**config.mk**
```make
export PLATFORM = sky130hd
export DESIGN_NAME = twm_master
export DESIGN_NICKNAME = d
export VERILOG_FILES = /design/src/hw/twm_pkg.sv /design/src/hw/twm_sync.sv /design/src/hw/twm_master.sv
export SDC_FILE = /design/constraint.sdc
export NUM_CORES = 1
export LEC_CHECK = 0
export BUFFER_PORTS_ARGS = -buffer_cell sky130_fd_sc_hd__buf_2
export CELL_PAD_IN_SITES_DETAIL_PLACEMENT = 0
export CELL_PAD_IN_SITES_GLOBAL_PLACEMENT = 2
export CORE_MARGIN = 1.5
export CORE_UTILIZATION = 35
export DETAILED_ROUTE_END_ITERATION = 10
export GPL_TIMING_DRIVEN = 0
export PLACE_DENSITY_LB_ADDON = 0.1
export SYNTH_ARGS = -nofsm -noshare
export SYNTH_HDL_FRONTEND = slang
export SYNTH_HIERARCHICAL = 1
export SYNTH_SLANG_ARGS = --single-unit
export TNS_END_PERCENT = 50
```
**constraint.sdc**
```tcl
create_clock -name clock -period 2.9 [get_ports clock]
set_clock_uncertainty 0.15 [all_clocks]
set_input_delay 0.29 -clock clock [delete_from_list [all_inputs] [get_ports clock]]
set_output_delay 0.29 -clock clock [all_outputs]
set_load 0.01 [all_outputs]
```
**src/hw/twm_pkg.sv**
```systemverilog
// Constants, state type and register layout of the two-wire master transmitter
package twm_pkg;
  // Register indices on the plain register port
  localparam logic [1:0] ADDR_CTRL = 2'h0;
  localparam logic [1:0] ADDR_STAT = 2'h1;
  localparam logic [1:0] ADDR_DATA = 2'h2;
  // Control register bit positions
  localparam int CTL_DONE  = 7;
  localparam int CTL_ACKEN = 6;
  localparam int CTL_STA   = 5;
  localparam int CTL_STO   = 4;
  localparam int CTL_WCOL  = 3;
  localparam int CTL_EN    = 2;
  localparam int CTL_IE    = 0;
  // Reset values, masks and the last bit index
  localparam logic [7:0] DATA_RST   = 8'hFF;
  localparam logic [7:0] CODE_RST   = 8'hF8;
  localparam logic [7:0] STAT_MASK  = 8'hF8;
  localparam logic [1:0] PRESC_RST  = 2'h0;
  localparam logic [2:0] LAST_BIT   = 3'h7;
  // Status codes, prescaler bits zero
  localparam logic [7:0] SC_START   = 8'h08;
  localparam logic [7:0] SC_RSTART  = 8'h10;
  localparam logic [7:0] SC_ADR_ACK = 8'h18;
  localparam logic [7:0] SC_ADR_NAK = 8'h20;
  localparam logic [7:0] SC_DAT_ACK = 8'h28;
  localparam logic [7:0] SC_DAT_NAK = 8'h30;
  localparam logic [7:0] SC_ARB_LOST = 8'h38;
  // Sequencer states, one-hot
  typedef enum logic [13:0] {
    S_IDLE      = 14'h0001,
    S_START     = 14'h0002,
    S_START_END = 14'h0004,
    S_HOLD      = 14'h0008,
    S_BIT_L     = 14'h0010,
    S_BIT_H     = 14'h0020,
    S_ACK_L     = 14'h0040,
    S_ACK_H     = 14'h0080,
    S_STOP_A    = 14'h0100,
    S_STOP_B    = 14'h0200,
    S_STOP_C    = 14'h0400,
    S_RS_A      = 14'h0800,
    S_RS_B      = 14'h1000,
    S_LOST      = 14'h2000
  } twm_state_t;
endpackage

```
**src/hw/twm_sync.sv**
```systemverilog
// Two-stage synchroniser for asynchronous bus pin levels
`timescale 1ns/100ps
module twm_sync #(
  parameter int W = 2
) (
  input  wire logic         clock,  // System clock
  input  wire logic         rst,    // Async reset, active high
  input  wire logic [W-1:0] din,    // Asynchronous levels
  output logic      [W-1:0] dout    // Synchronised levels
);
  logic [W-1:0] meta_r;

  // Reset to all ones, the idle level of an open-drain bus
  always_ff @(posedge clock or posedge rst) begin
    if (rst) begin
      meta_r <= '1;
      dout   <= '1;
    end else begin
      meta_r <= din;
      dout   <= meta_r;
    end
  end
endmodule

```
**src/hw/twm_master.sv**
```systemverilog
// Two-wire master transmitter: registers, bus sequencer and pin drivers
//
// Decided for this implementation: the register offsets and the address-and-strobe port.
`timescale 1ns/100ps
module twm_master #(
  parameter int BR_W = 8
) (
  input  wire logic            clock,     // System clock, 25 MHz
  input  wire logic            rst,       // Async reset, active high
  input  wire logic [1:0]      addr,      // Register index
  input  wire logic [7:0]      wdata,     // Write data
  input  wire logic            wr,        // Write strobe
  input  wire logic            rd,        // Read strobe
  output logic      [7:0]      rdata,     // Read data, cycle after rd
  input  wire logic [BR_W-1:0] bit_rate,  // SCL phase length minus one
  input  wire logic            scl_i,     // SCL pin level
  output logic                 scl_o,     // SCL drive value
  output logic                 scl_oe,    // SCL pulled low when high
  input  wire logic            sda_i,     // SDA pin level
  output logic                 sda_o,     // SDA drive value
  output logic                 sda_oe     // SDA pulled low when high
);
  twm_pkg::twm_state_t state_r;
  twm_pkg::twm_state_t state_nxt;
  logic            done_r, ack_en_r, sta_r, sto_r, wcol_r, en_r, ie_r;
  logic [7:0]      data_r, code_r, code_nxt, shift_r, rdata_r;
  logic [1:0]      presc_r;
  logic [2:0]      bit_cnt_r;
  logic [BR_W-1:0] tmr_r;
  logic            scl_s, sda_s, sda_d_r, busy_r, addr_ph_r, rs_r;
  logic            scl_oe_r, sda_oe_r;
  logic            phase_done, high_wait, set_done, lost_evt;
  logic            wr_ctrl, wr_stat, wr_data;

  ////////////////////////////////////////////////////////////////////////////
  // Pin synchronisers and bus-busy tracking

  // Both pins come from outside the clock domain
  twm_sync #(.W(2)) u_sync (
    .clock (clock),
    .rst   (rst),
    .din   ({scl_i, sda_i}),
    .dout  ({scl_s, sda_s})
  );

  // Watch START and STOP from any master, ours included
  always_ff @(posedge clock or posedge rst) begin
    if (rst) begin
      sda_d_r <= 1'b1;
      busy_r  <= 1'b0;
    end else begin
      sda_d_r <= sda_s;
      if (scl_s && sda_d_r && !sda_s) begin
        busy_r <= 1'b1;
      end else if (scl_s && !sda_d_r && sda_s) begin
        busy_r <= 1'b0;
      end
    end
  end

  ////////////////////////////////////////////////////////////////////////////
  // Register port

  assign wr_ctrl = wr && (addr == twm_pkg::ADDR_CTRL);
  assign wr_stat = wr && (addr == twm_pkg::ADDR_STAT);
  assign wr_data = wr && (addr == twm_pkg::ADDR_DATA);

  // Control bits; hardware set of the flag wins over a software clear
  always_ff @(posedge clock or posedge rst) begin
    if (rst) begin
      done_r  <= 1'b0;
      ack_en_r <= 1'b0;
      sta_r   <= 1'b0;
      sto_r   <= 1'b0;
      en_r    <= 1'b0;
      ie_r    <= 1'b0;
    end else begin
      if (state_r == twm_pkg::S_STOP_C) begin
        sto_r <= 1'b0;
      end
      if (wr_ctrl) begin
        ack_en_r <= wdata[twm_pkg::CTL_ACKEN];
        sta_r   <= wdata[twm_pkg::CTL_STA];
        sto_r   <= wdata[twm_pkg::CTL_STO];
        en_r    <= wdata[twm_pkg::CTL_EN];
        ie_r    <= wdata[twm_pkg::CTL_IE];
        if (wdata[twm_pkg::CTL_DONE]) begin
          done_r <= 1'b0;
        end
      end
      if (set_done) begin
        done_r <= 1'b1;
      end
    end
  end

  // Data register; writes while the unit is busy are discarded
  always_ff @(posedge clock or posedge rst) begin
    if (rst) begin
      data_r <= twm_pkg::DATA_RST;
      wcol_r <= 1'b0;
    end else if (wr_data) begin
      if (done_r) begin
        data_r <= wdata;
        wcol_r <= 1'b0;
      end else begin
        wcol_r <= 1'b1;
      end
    end
  end

  // Status code and prescaler field
  always_ff @(posedge clock or posedge rst) begin
    if (rst) begin
      code_r  <= twm_pkg::CODE_RST;
      presc_r <= twm_pkg::PRESC_RST;
    end else begin
      if (set_done) begin
        code_r <= code_nxt;
      end
      if (wr_stat) begin
        presc_r <= wdata[1:0];
      end
    end
  end

  // Read data stand only in the cycle after the strobe
  always_ff @(posedge clock or posedge rst) begin
    if (rst) begin
      rdata_r <= 8'h00;
    end else if (rd) begin
      case (addr)
        twm_pkg::ADDR_CTRL: rdata_r <= {done_r, ack_en_r, sta_r, sto_r,
                                        wcol_r, en_r, 1'b0, ie_r};
        twm_pkg::ADDR_STAT: rdata_r <= (code_r & twm_pkg::STAT_MASK) | {6'h00, presc_r};
        twm_pkg::ADDR_DATA: rdata_r <= data_r;
        default:            rdata_r <= 8'h00;
      endcase
    end else begin
      rdata_r <= 8'h00;
    end
  end
  assign rdata = rdata_r;

  ////////////////////////////////////////////////////////////////////////////
  // Phase timer

  // The S_BIT_H, S_ACK_H, S_STOP_B and S_RS_B high phases wait for SCL to read high, so a slave may stretch
  assign high_wait  = (state_r == twm_pkg::S_BIT_H) || (state_r == twm_pkg::S_ACK_H) ||
                      (state_r == twm_pkg::S_STOP_B) || (state_r == twm_pkg::S_RS_B);
  assign phase_done = (tmr_r >= bit_rate) && (!high_wait || scl_s);

  always_ff @(posedge clock or posedge rst) begin
    if (rst) begin
      tmr_r <= '0;
    end else if (state_nxt != state_r) begin
      tmr_r <= '0;
    end else if ((!high_wait || scl_s) && (tmr_r < bit_rate)) begin
      tmr_r <= tmr_r + 1'b1;
    end
  end

  ////////////////////////////////////////////////////////////////////////////
  // Bus sequencer

  // Arbitration is lost when a released SDA reads low during the SCL high phase of a byte bit
  assign lost_evt = (state_r == twm_pkg::S_BIT_H) && scl_s && shift_r[7] && !sda_s;

  // Flag-setting events and their codes
  always_comb begin
    set_done = 1'b0;
    code_nxt = code_r;
    if (lost_evt) begin
      set_done = 1'b1;
      code_nxt = twm_pkg::SC_ARB_LOST;
    end else if ((state_r == twm_pkg::S_START_END) && phase_done) begin
      set_done = 1'b1;
      code_nxt = rs_r ? twm_pkg::SC_RSTART : twm_pkg::SC_START;
    end else if ((state_r == twm_pkg::S_ACK_H) && phase_done) begin
      set_done = 1'b1;
      if (addr_ph_r) begin
        code_nxt = sda_s ? twm_pkg::SC_ADR_NAK : twm_pkg::SC_ADR_ACK;
      end else begin
        code_nxt = sda_s ? twm_pkg::SC_DAT_NAK : twm_pkg::SC_DAT_ACK;
      end
    end
  end

  // Next state; a step starts only after software clears the flag
  always_comb begin
    state_nxt = state_r;
    case (state_r)
      twm_pkg::S_IDLE:      if (!done_r && sta_r && !busy_r) state_nxt = twm_pkg::S_START;
      twm_pkg::S_START:     if (phase_done) state_nxt = twm_pkg::S_START_END;
      twm_pkg::S_START_END: if (phase_done) state_nxt = twm_pkg::S_HOLD;
      twm_pkg::S_HOLD: begin
        if (!done_r) begin
          if (sto_r) begin
            state_nxt = twm_pkg::S_STOP_A;
          end else if (sta_r) begin
            state_nxt = twm_pkg::S_RS_A;
          end else begin
            state_nxt = twm_pkg::S_BIT_L;
          end
        end
      end
      twm_pkg::S_BIT_L:     if (phase_done) state_nxt = twm_pkg::S_BIT_H;
      twm_pkg::S_BIT_H: begin
        if (lost_evt) begin
          state_nxt = twm_pkg::S_LOST;
        end else if (phase_done) begin
          state_nxt = (bit_cnt_r == twm_pkg::LAST_BIT) ? twm_pkg::S_ACK_L
                                                       : twm_pkg::S_BIT_L;
        end
      end
      twm_pkg::S_ACK_L:     if (phase_done) state_nxt = twm_pkg::S_ACK_H;
      twm_pkg::S_ACK_H:     if (phase_done) state_nxt = twm_pkg::S_HOLD;
      twm_pkg::S_STOP_A:    if (phase_done) state_nxt = twm_pkg::S_STOP_B;
      twm_pkg::S_STOP_B:    if (phase_done) state_nxt = twm_pkg::S_STOP_C;
      twm_pkg::S_STOP_C:    if (phase_done) state_nxt = twm_pkg::S_IDLE;
      twm_pkg::S_RS_A:      if (phase_done) state_nxt = twm_pkg::S_RS_B;
      twm_pkg::S_RS_B:      if (phase_done) state_nxt = twm_pkg::S_START;
      twm_pkg::S_LOST:      if (!done_r) state_nxt = twm_pkg::S_IDLE;
      default:              state_nxt = twm_pkg::S_IDLE;
    endcase
    if (!en_r) begin
      state_nxt = twm_pkg::S_IDLE;
    end
  end

  always_ff @(posedge clock or posedge rst) begin
    if (rst) begin
      state_r <= twm_pkg::S_IDLE;
    end else begin
      state_r <= state_nxt;
    end
  end

  // Shifter, bit counter, address-phase and restart markers
  always_ff @(posedge clock or posedge rst) begin
    if (rst) begin
      shift_r   <= twm_pkg::DATA_RST;
      bit_cnt_r <= 3'h0;
      addr_ph_r <= 1'b0;
      rs_r      <= 1'b0;
    end else begin
      if ((state_r == twm_pkg::S_HOLD) && (state_nxt == twm_pkg::S_BIT_L)) begin
        shift_r   <= data_r;
        bit_cnt_r <= 3'h0;
      end else if ((state_r == twm_pkg::S_BIT_H) && phase_done && !lost_evt) begin
        shift_r   <= {shift_r[6:0], 1'b1};
        bit_cnt_r <= bit_cnt_r + 3'h1;
      end
      if ((state_r == twm_pkg::S_START_END) && phase_done) begin
        addr_ph_r <= 1'b1;
      end else if (((state_r == twm_pkg::S_ACK_H) && phase_done) || lost_evt) begin
        addr_ph_r <= 1'b0;
      end
      if (state_r == twm_pkg::S_RS_B) begin
        rs_r <= 1'b1;
      end else if (state_r == twm_pkg::S_IDLE) begin
        rs_r <= 1'b0;
      end
    end
  end

  ////////////////////////////////////////////////////////////////////////////
  // Open-drain drivers, registered from the next state

  // SCL stays low in the hold state until the flag clears
  always_ff @(posedge clock or posedge rst) begin
    if (rst) begin
      scl_oe_r <= 1'b0;
      sda_oe_r <= 1'b0;
    end else begin
      case (state_nxt)
        twm_pkg::S_START_END, twm_pkg::S_HOLD, twm_pkg::S_BIT_L,
        twm_pkg::S_ACK_L, twm_pkg::S_STOP_A, twm_pkg::S_RS_A:
          scl_oe_r <= 1'b1;
        default:
          scl_oe_r <= 1'b0;
      endcase
      case (state_nxt)
        twm_pkg::S_START, twm_pkg::S_START_END, twm_pkg::S_HOLD,
        twm_pkg::S_STOP_A, twm_pkg::S_STOP_B:
          sda_oe_r <= 1'b1;
        twm_pkg::S_BIT_L:
          // SDA changes with the falling SCL and must not move while SCL is high, or the slave sees a START or STOP
          sda_oe_r <= (state_r == twm_pkg::S_HOLD)  ? !data_r[7] :
                      (state_r == twm_pkg::S_BIT_H) ? !shift_r[6] : !shift_r[7];
        twm_pkg::S_BIT_H:
          sda_oe_r <= !shift_r[7];
        default:
          sda_oe_r <= 1'b0;
      endcase
    end
  end
  assign scl_oe = scl_oe_r;
  assign sda_oe = sda_oe_r;
  assign scl_o  = 1'b0;
  assign sda_o  = 1'b0;

  ////////////////////////////////////////////////////////////////////////////
  // Assertions

  a_flag_clear_one: assert property (@(posedge clock) disable iff (rst)
    (wr_ctrl && wdata[twm_pkg::CTL_DONE] && !set_done) |=> !done_r)
    else $error("done flag not cleared by write of one");

  a_flag_zero_keep: assert property (@(posedge clock) disable iff (rst)
    (wr_ctrl && !wdata[twm_pkg::CTL_DONE] && !done_r && !set_done) |=> !done_r)
    else $error("done flag set by write of zero");

  a_wcol_on_busy: assert property (@(posedge clock) disable iff (rst)
    (wr_data && !done_r) |=> (wcol_r && data_r == $past(data_r)))
    else $error("data write during busy not discarded");

  a_disabled_quiet: assert property (@(posedge clock) disable iff (rst)
    !en_r |=> (!scl_oe && !sda_oe && state_r == twm_pkg::S_IDLE))
    else $error("bus driven while interface disabled");

  a_start_bus_free: assert property (@(posedge clock) disable iff (rst)
    (state_r == twm_pkg::S_IDLE) ##1 (state_r == twm_pkg::S_START) |->
      (!$past(busy_r) && $past(sta_r) && !$past(done_r)))
    else $error("START issued on busy bus");

  a_start_code: assert property (@(posedge clock) disable iff (rst)
    ((state_r == twm_pkg::S_START_END) && phase_done && !rs_r && en_r) |=>
      (done_r && code_r == twm_pkg::SC_START && state_r == twm_pkg::S_HOLD))
    else $error("START completion not reported as 08");

  a_ack_code: assert property (@(posedge clock) disable iff (rst)
    ((state_r == twm_pkg::S_ACK_H) && phase_done && addr_ph_r) |=>
      (done_r && code_r == ($past(sda_s) ? twm_pkg::SC_ADR_NAK : twm_pkg::SC_ADR_ACK)))
    else $error("address completion code wrong");

  a_data_code: assert property (@(posedge clock) disable iff (rst)
    ((state_r == twm_pkg::S_ACK_H) && phase_done && !addr_ph_r) |=>
      (code_r == ($past(sda_s) ? twm_pkg::SC_DAT_NAK : twm_pkg::SC_DAT_ACK)))
    else $error("data completion code wrong");

  a_hold_scl_low: assert property (@(posedge clock) disable iff (rst)
    (state_r == twm_pkg::S_HOLD && done_r) |-> scl_oe)
    else $error("SCL released while flag set");

  a_stop_no_flag: assert property (@(posedge clock) disable iff (rst)
    (state_r == twm_pkg::S_STOP_C && phase_done && en_r) |=>
      (!done_r && !sto_r && state_r == twm_pkg::S_IDLE))
    else $error("STOP set done flag or left stop request");

  a_dir_bit_drive: assert property (@(posedge clock) disable iff (rst)
    (state_r == twm_pkg::S_BIT_H) |-> (sda_oe == !shift_r[7]))
    else $error("SDA does not follow shifted bit");

  a_bit_low_hold: assert property (@(posedge clock) disable iff (rst)
    (state_r == twm_pkg::S_BIT_L && $past(state_r) == twm_pkg::S_BIT_L) |-> $stable(sda_oe))
    else $error("SDA moved during SCL low phase of a bit");

  a_lost_release: assert property (@(posedge clock) disable iff (rst)
    lost_evt |=> (done_r && code_r == twm_pkg::SC_ARB_LOST && !sda_oe && !scl_oe))
    else $error("arbitration loss not reported or bus kept");

  c_start_sent: cover property (@(posedge clock) disable iff (rst)
    (state_r == twm_pkg::S_START_END) ##1 (state_r == twm_pkg::S_HOLD));
  c_addr_acked: cover property (@(posedge clock) disable iff (rst)
    set_done && code_nxt == twm_pkg::SC_ADR_ACK);
  c_data_acked: cover property (@(posedge clock) disable iff (rst)
    set_done && code_nxt == twm_pkg::SC_DAT_ACK);
  c_stop_sent: cover property (@(posedge clock) disable iff (rst)
    (state_r == twm_pkg::S_STOP_C) ##1 (state_r == twm_pkg::S_IDLE));
  c_arb_lost: cover property (@(posedge clock) disable iff (rst) lost_evt);
endmodule

```
==> results.toml <==
[synth]
synthAdderAreaFrac = 0.0332
synth_compound_area_frac = 0.162
synth.avg_cell_area_sq_um = 9.48
synth-edff-count = 0
ys_seq_elements = 72
async_reset_ff_frac = 1.00
synth_cell_types = 76
synth_seq_area_share = 0.405
yosys_warnings = 6
syn_area_sq_um = 4520
synthMuxAreaShare = 0.0868
synth_top_family_by_area = "simple AND/OR/NAND/NOR gates"
synth-simple-area-share = 0.239
synth_cells = 477
synth-xor-area-share = 0.0271
synthFlopType = "dfrtp_1"

[final_layout]
diodes = 0
area_growth_pct = 35.1
nNetsFinal = 603
fin_area_sq_um = 6110
drive_above_1_share = 0.409

[placed_design]
placed_area_sq_um = 4910
gp_congestion = 0.915
hpwl_microns = 10400
port_buffers = 33

[clocking]
cts_tree = "done"
clk_latency_ps = 340
path_clk_slew_ps = 60
cts-root-buf = "clkbuf_16"
cts.sinks = 72
cts_buffer_depth = 2
cts_max_level = 3
cts_buffers = 9

[timing]
finalCritPeriodShare = 1.05
min_period_ps = 3030
rsz0062_at_grt = "true"
drv_slew = 0
slew_headroom = 0.344
hold_viol_final = 0
tightestPinTransition_ps = 982
finalSetupViolations = 19
fin_ws_ps = -131
clock.fmax_mhz = 330

[job]
maxCapViolations = 0

[pwr]
p_int_mw = 2.15
total_power_mw = 3.08
p_leak_nw = 2.71
irDropWorstVdd_v = 0.000268
seqPwrFrac = 0.362
p_comb_frac = 0.236
power.share.clock = 0.402
p_switching_mw = 0.923
cellPowerDensity_nw_per_um2 = 503
switching_share = 0.300

[die]
die_h_microns = 117
rows = 41
io_pins = 36
dieArea_sq_um = 13600
core_sq_um = 12600
die_w_microns = 117
initial_core_util = 0.359

[global_routing]
grtUsageMet3 = 0.0488
antenna_found_initial = 0
grt_max_degree = 69
grt_pass1_wl_microns = 22900
top_usage_layer = "met2"
use_met2 = 0.375
overflow = 0
track_usage = 0.227
grt_pass1_vias = 4171
grt_util_met1 = 0.284

[worst_setup_path]
cp-end-kind = "flip-flop"
crit_slowest_cell = "dfrtp_1"
worstPathMaxFanout = 8
critPathKind = "flip-flop to flip-flop"
path_delay_family = "simple AND/OR/NAND/NOR gates"
path_buf_inv = 5
worst_setup_path_start_kind = "flip-flop"
max_stage_delay_ps = 370
required_ps = 3000
crit_chain = "buf_6 > nor4_4 > buf_4 > nand4b_1 > o32ai_4 > buf_6 > a21oi_4 > buf_6 > mux2i_2 > o221ai_2 > nand4_2 > buf_8 > nor4_4"
path_common_cell = "buf_6"
crit_arrival_ps = 3130

[routing]
drt-initial-drc-count = 268
vias_per_cell = 5.55
dr.pass1.iters = 5
avgRoutedWirePerCell_microns = 19.6
totalWireLength_microns = 14600
drc_errors = 0
vias = 4130
postRouteAntennaNets = 0

[run_status]
violations = "setup timing"
outcome = "finished with violations"

[min_path]
hp-class = "input pin to flip-flop"
[tightest hold or removal path: stages]
cell and delay, ps:
buf_2 90, nand2_1 40, o21ai_0 60
[sequential cells by signal (all words and copies together), names as in the netlist, 2 cells and up]
signal and flops:
u_sync/dout 2, bit_cnt_r 3, rdata 8, state_r 14
tmr_r 8, code_r 4, u_sync/meta_r 2, data_r 8
presc_r 2, shift_r 8
[metrics by stage]
stage	setup WS, ps	TNS, ps	instances	hold slack, ps	utilization
finish	-131	-1400	744	24.6	0.484
global route	-258	-4160	744	28.0	0.484
CTS	-68.5	-474	736	12.8	0.470
detailed placement	-884	-17520	683	201	0.389
global placement	-1030	-34110	683	197	0.389
floorplan	-14.3	-70.1	478	95.2	-
[cells by family after synthesis]
group / after synthesis
buffers and inverters: 47
xor gates and xnor gates: 14
AOI/OAI and AO/OA: 108
and+or+nand+nor: 188
muxes: 35
adders and majority gates: 12
DFF: 72
other: 1
[Yosys cell counts (4+ instances only)]
cell	n	area, sq um
xnor2_1	4	35.0
xor2_1	10	87.6
nand4_1	14	87.6
a21o_1	7	52.6
nor3b_1	4	30.0
mux2_4	4	60.1
mux2_2	18	203
mux2i_1	13	130
or3_1	5	31.3
and3_1	8	50.1
o211ai_1	6	45.0
or4_1	5	37.5
nand4b_1	4	35.0
ha_1	12	150
and2_1	8	50.1
o2111ai_1	4	35.0
nor2b_1	6	37.5
nand3_1	11	55.1
clkbuf_1	12	45.0
dfstp_2	26	683
nor4_1	12	75.1
nand2_1	34	128
nor2_1	32	120
buf_2	6	30.0
o21ai_0	26	130
nor3_1	22	110
inv_1	23	86.3
dfrtp_1	46	1150
a21oi_1	25	125
[what timing repair did]
action,in CTS,in global routing
pin swaps,30,17
endpoints found under the setup margin,40,21
endpoints found under the hold margin,6,0
gates resized for setup,89,23
hold buffers,3,0
buffers inserted,38,8
[final timing paths]
kind                                             from                          to  slack (ps)  depth (start not counted)
setup / recovery                 state_r[3]$_DFF_PP0_        tmr_r[1]$_DFFE_PP0P_        -130                         13
hold / removal                               wdata[4]           sto_r$_DFFE_PP0P_          20                          3
setup reg to reg                 state_r[3]$_DFF_PP0_        tmr_r[1]$_DFFE_PP0P_        -130                         13
hold reg to reg            u_sync/meta_r[1]$_DFF_PP1_    u_sync/dout[1]$_DFF_PP1_         210                          0
max in group asynchronous                         rst        state_r[2]$_DFF_PP0_        1430                          3
min in group asynchronous                         rst  u_sync/meta_r[0]$_DFF_PP1_         440                          3
[power groups by stage]
stage	registers [mW]	clock network [mW]	logic (mW)
2_1_floorplan	1.11	0	0.334
3_3_place_gp	1.12	0	0.483
3_5_place_dp	1.12	0	0.483
4_1_cts	1.11	1.27	0.653
5_1_grt	1.12	1.30	0.785
6_report	1.11	1.24	0.725
[cells in the final DEF, fill, tap and decap left out, types with 4 or more instances in the layout]
cell type / Yosys / final
a21o_1: 7 / 7
a21oi_1: 25 / 19
a21oi_2: 0 / 5
and2_1: 8 / 9
and3_1: 8 / 8
buf_2: 6 / 35
buf_4: 3 / 44
buf_6: 2 / 8
clkbuf_16: 0 / 9
clkbuf_2: 0 / 4
dfrtp_1: 46 / 40
dfrtp_2: 0 / 6
dfstp_2: 26 / 26
ha_1: 12 / 12
inv_1: 23 / 22
mux2_2: 18 / 18
mux2_4: 4 / 4
mux2i_1: 13 / 12
nand2_1: 34 / 32
nand3_1: 11 / 8
nand4_1: 14 / 14
nand4b_1: 4 / 4
nor2_1: 32 / 27
nor2b_1: 6 / 6
nor3_1: 22 / 17
nor3_4: 0 / 4
nor3b_1: 4 / 4
nor4_1: 12 / 4
nor4_2: 1 / 5
nor4_4: 2 / 6
o2111ai_1: 4 / 4
o211ai_1: 6 / 6
o21ai_0: 26 / 20
o21ai_2: 0 / 4
or3_1: 5 / 4
or4_4: 1 / 5
xnor2_1: 4 / 4
xor2_1: 10 / 10
[per-layer routing]
metal / wire length, microns / part of all wire
met1: 6230 / 0.43
met2: 6980 / 0.48
met3: 877 / 0.060
met4: 514 / 0.035
met5: 0 / 0
[layout make-up]
type                            count  area (sq um)
Tap cell                          172           215
Timing Repair Buffer               82           572
Sequential cell                    72          1840
Fill cell                        1225          6510
Inverter                           23          88.8
Clock inverter                      6          91.3
Buffer                             20           145
Multi-Input combinational cell    359          2920
Clock buffer                       10           239
Note: power is estimated with default switching activity, not from simulation.
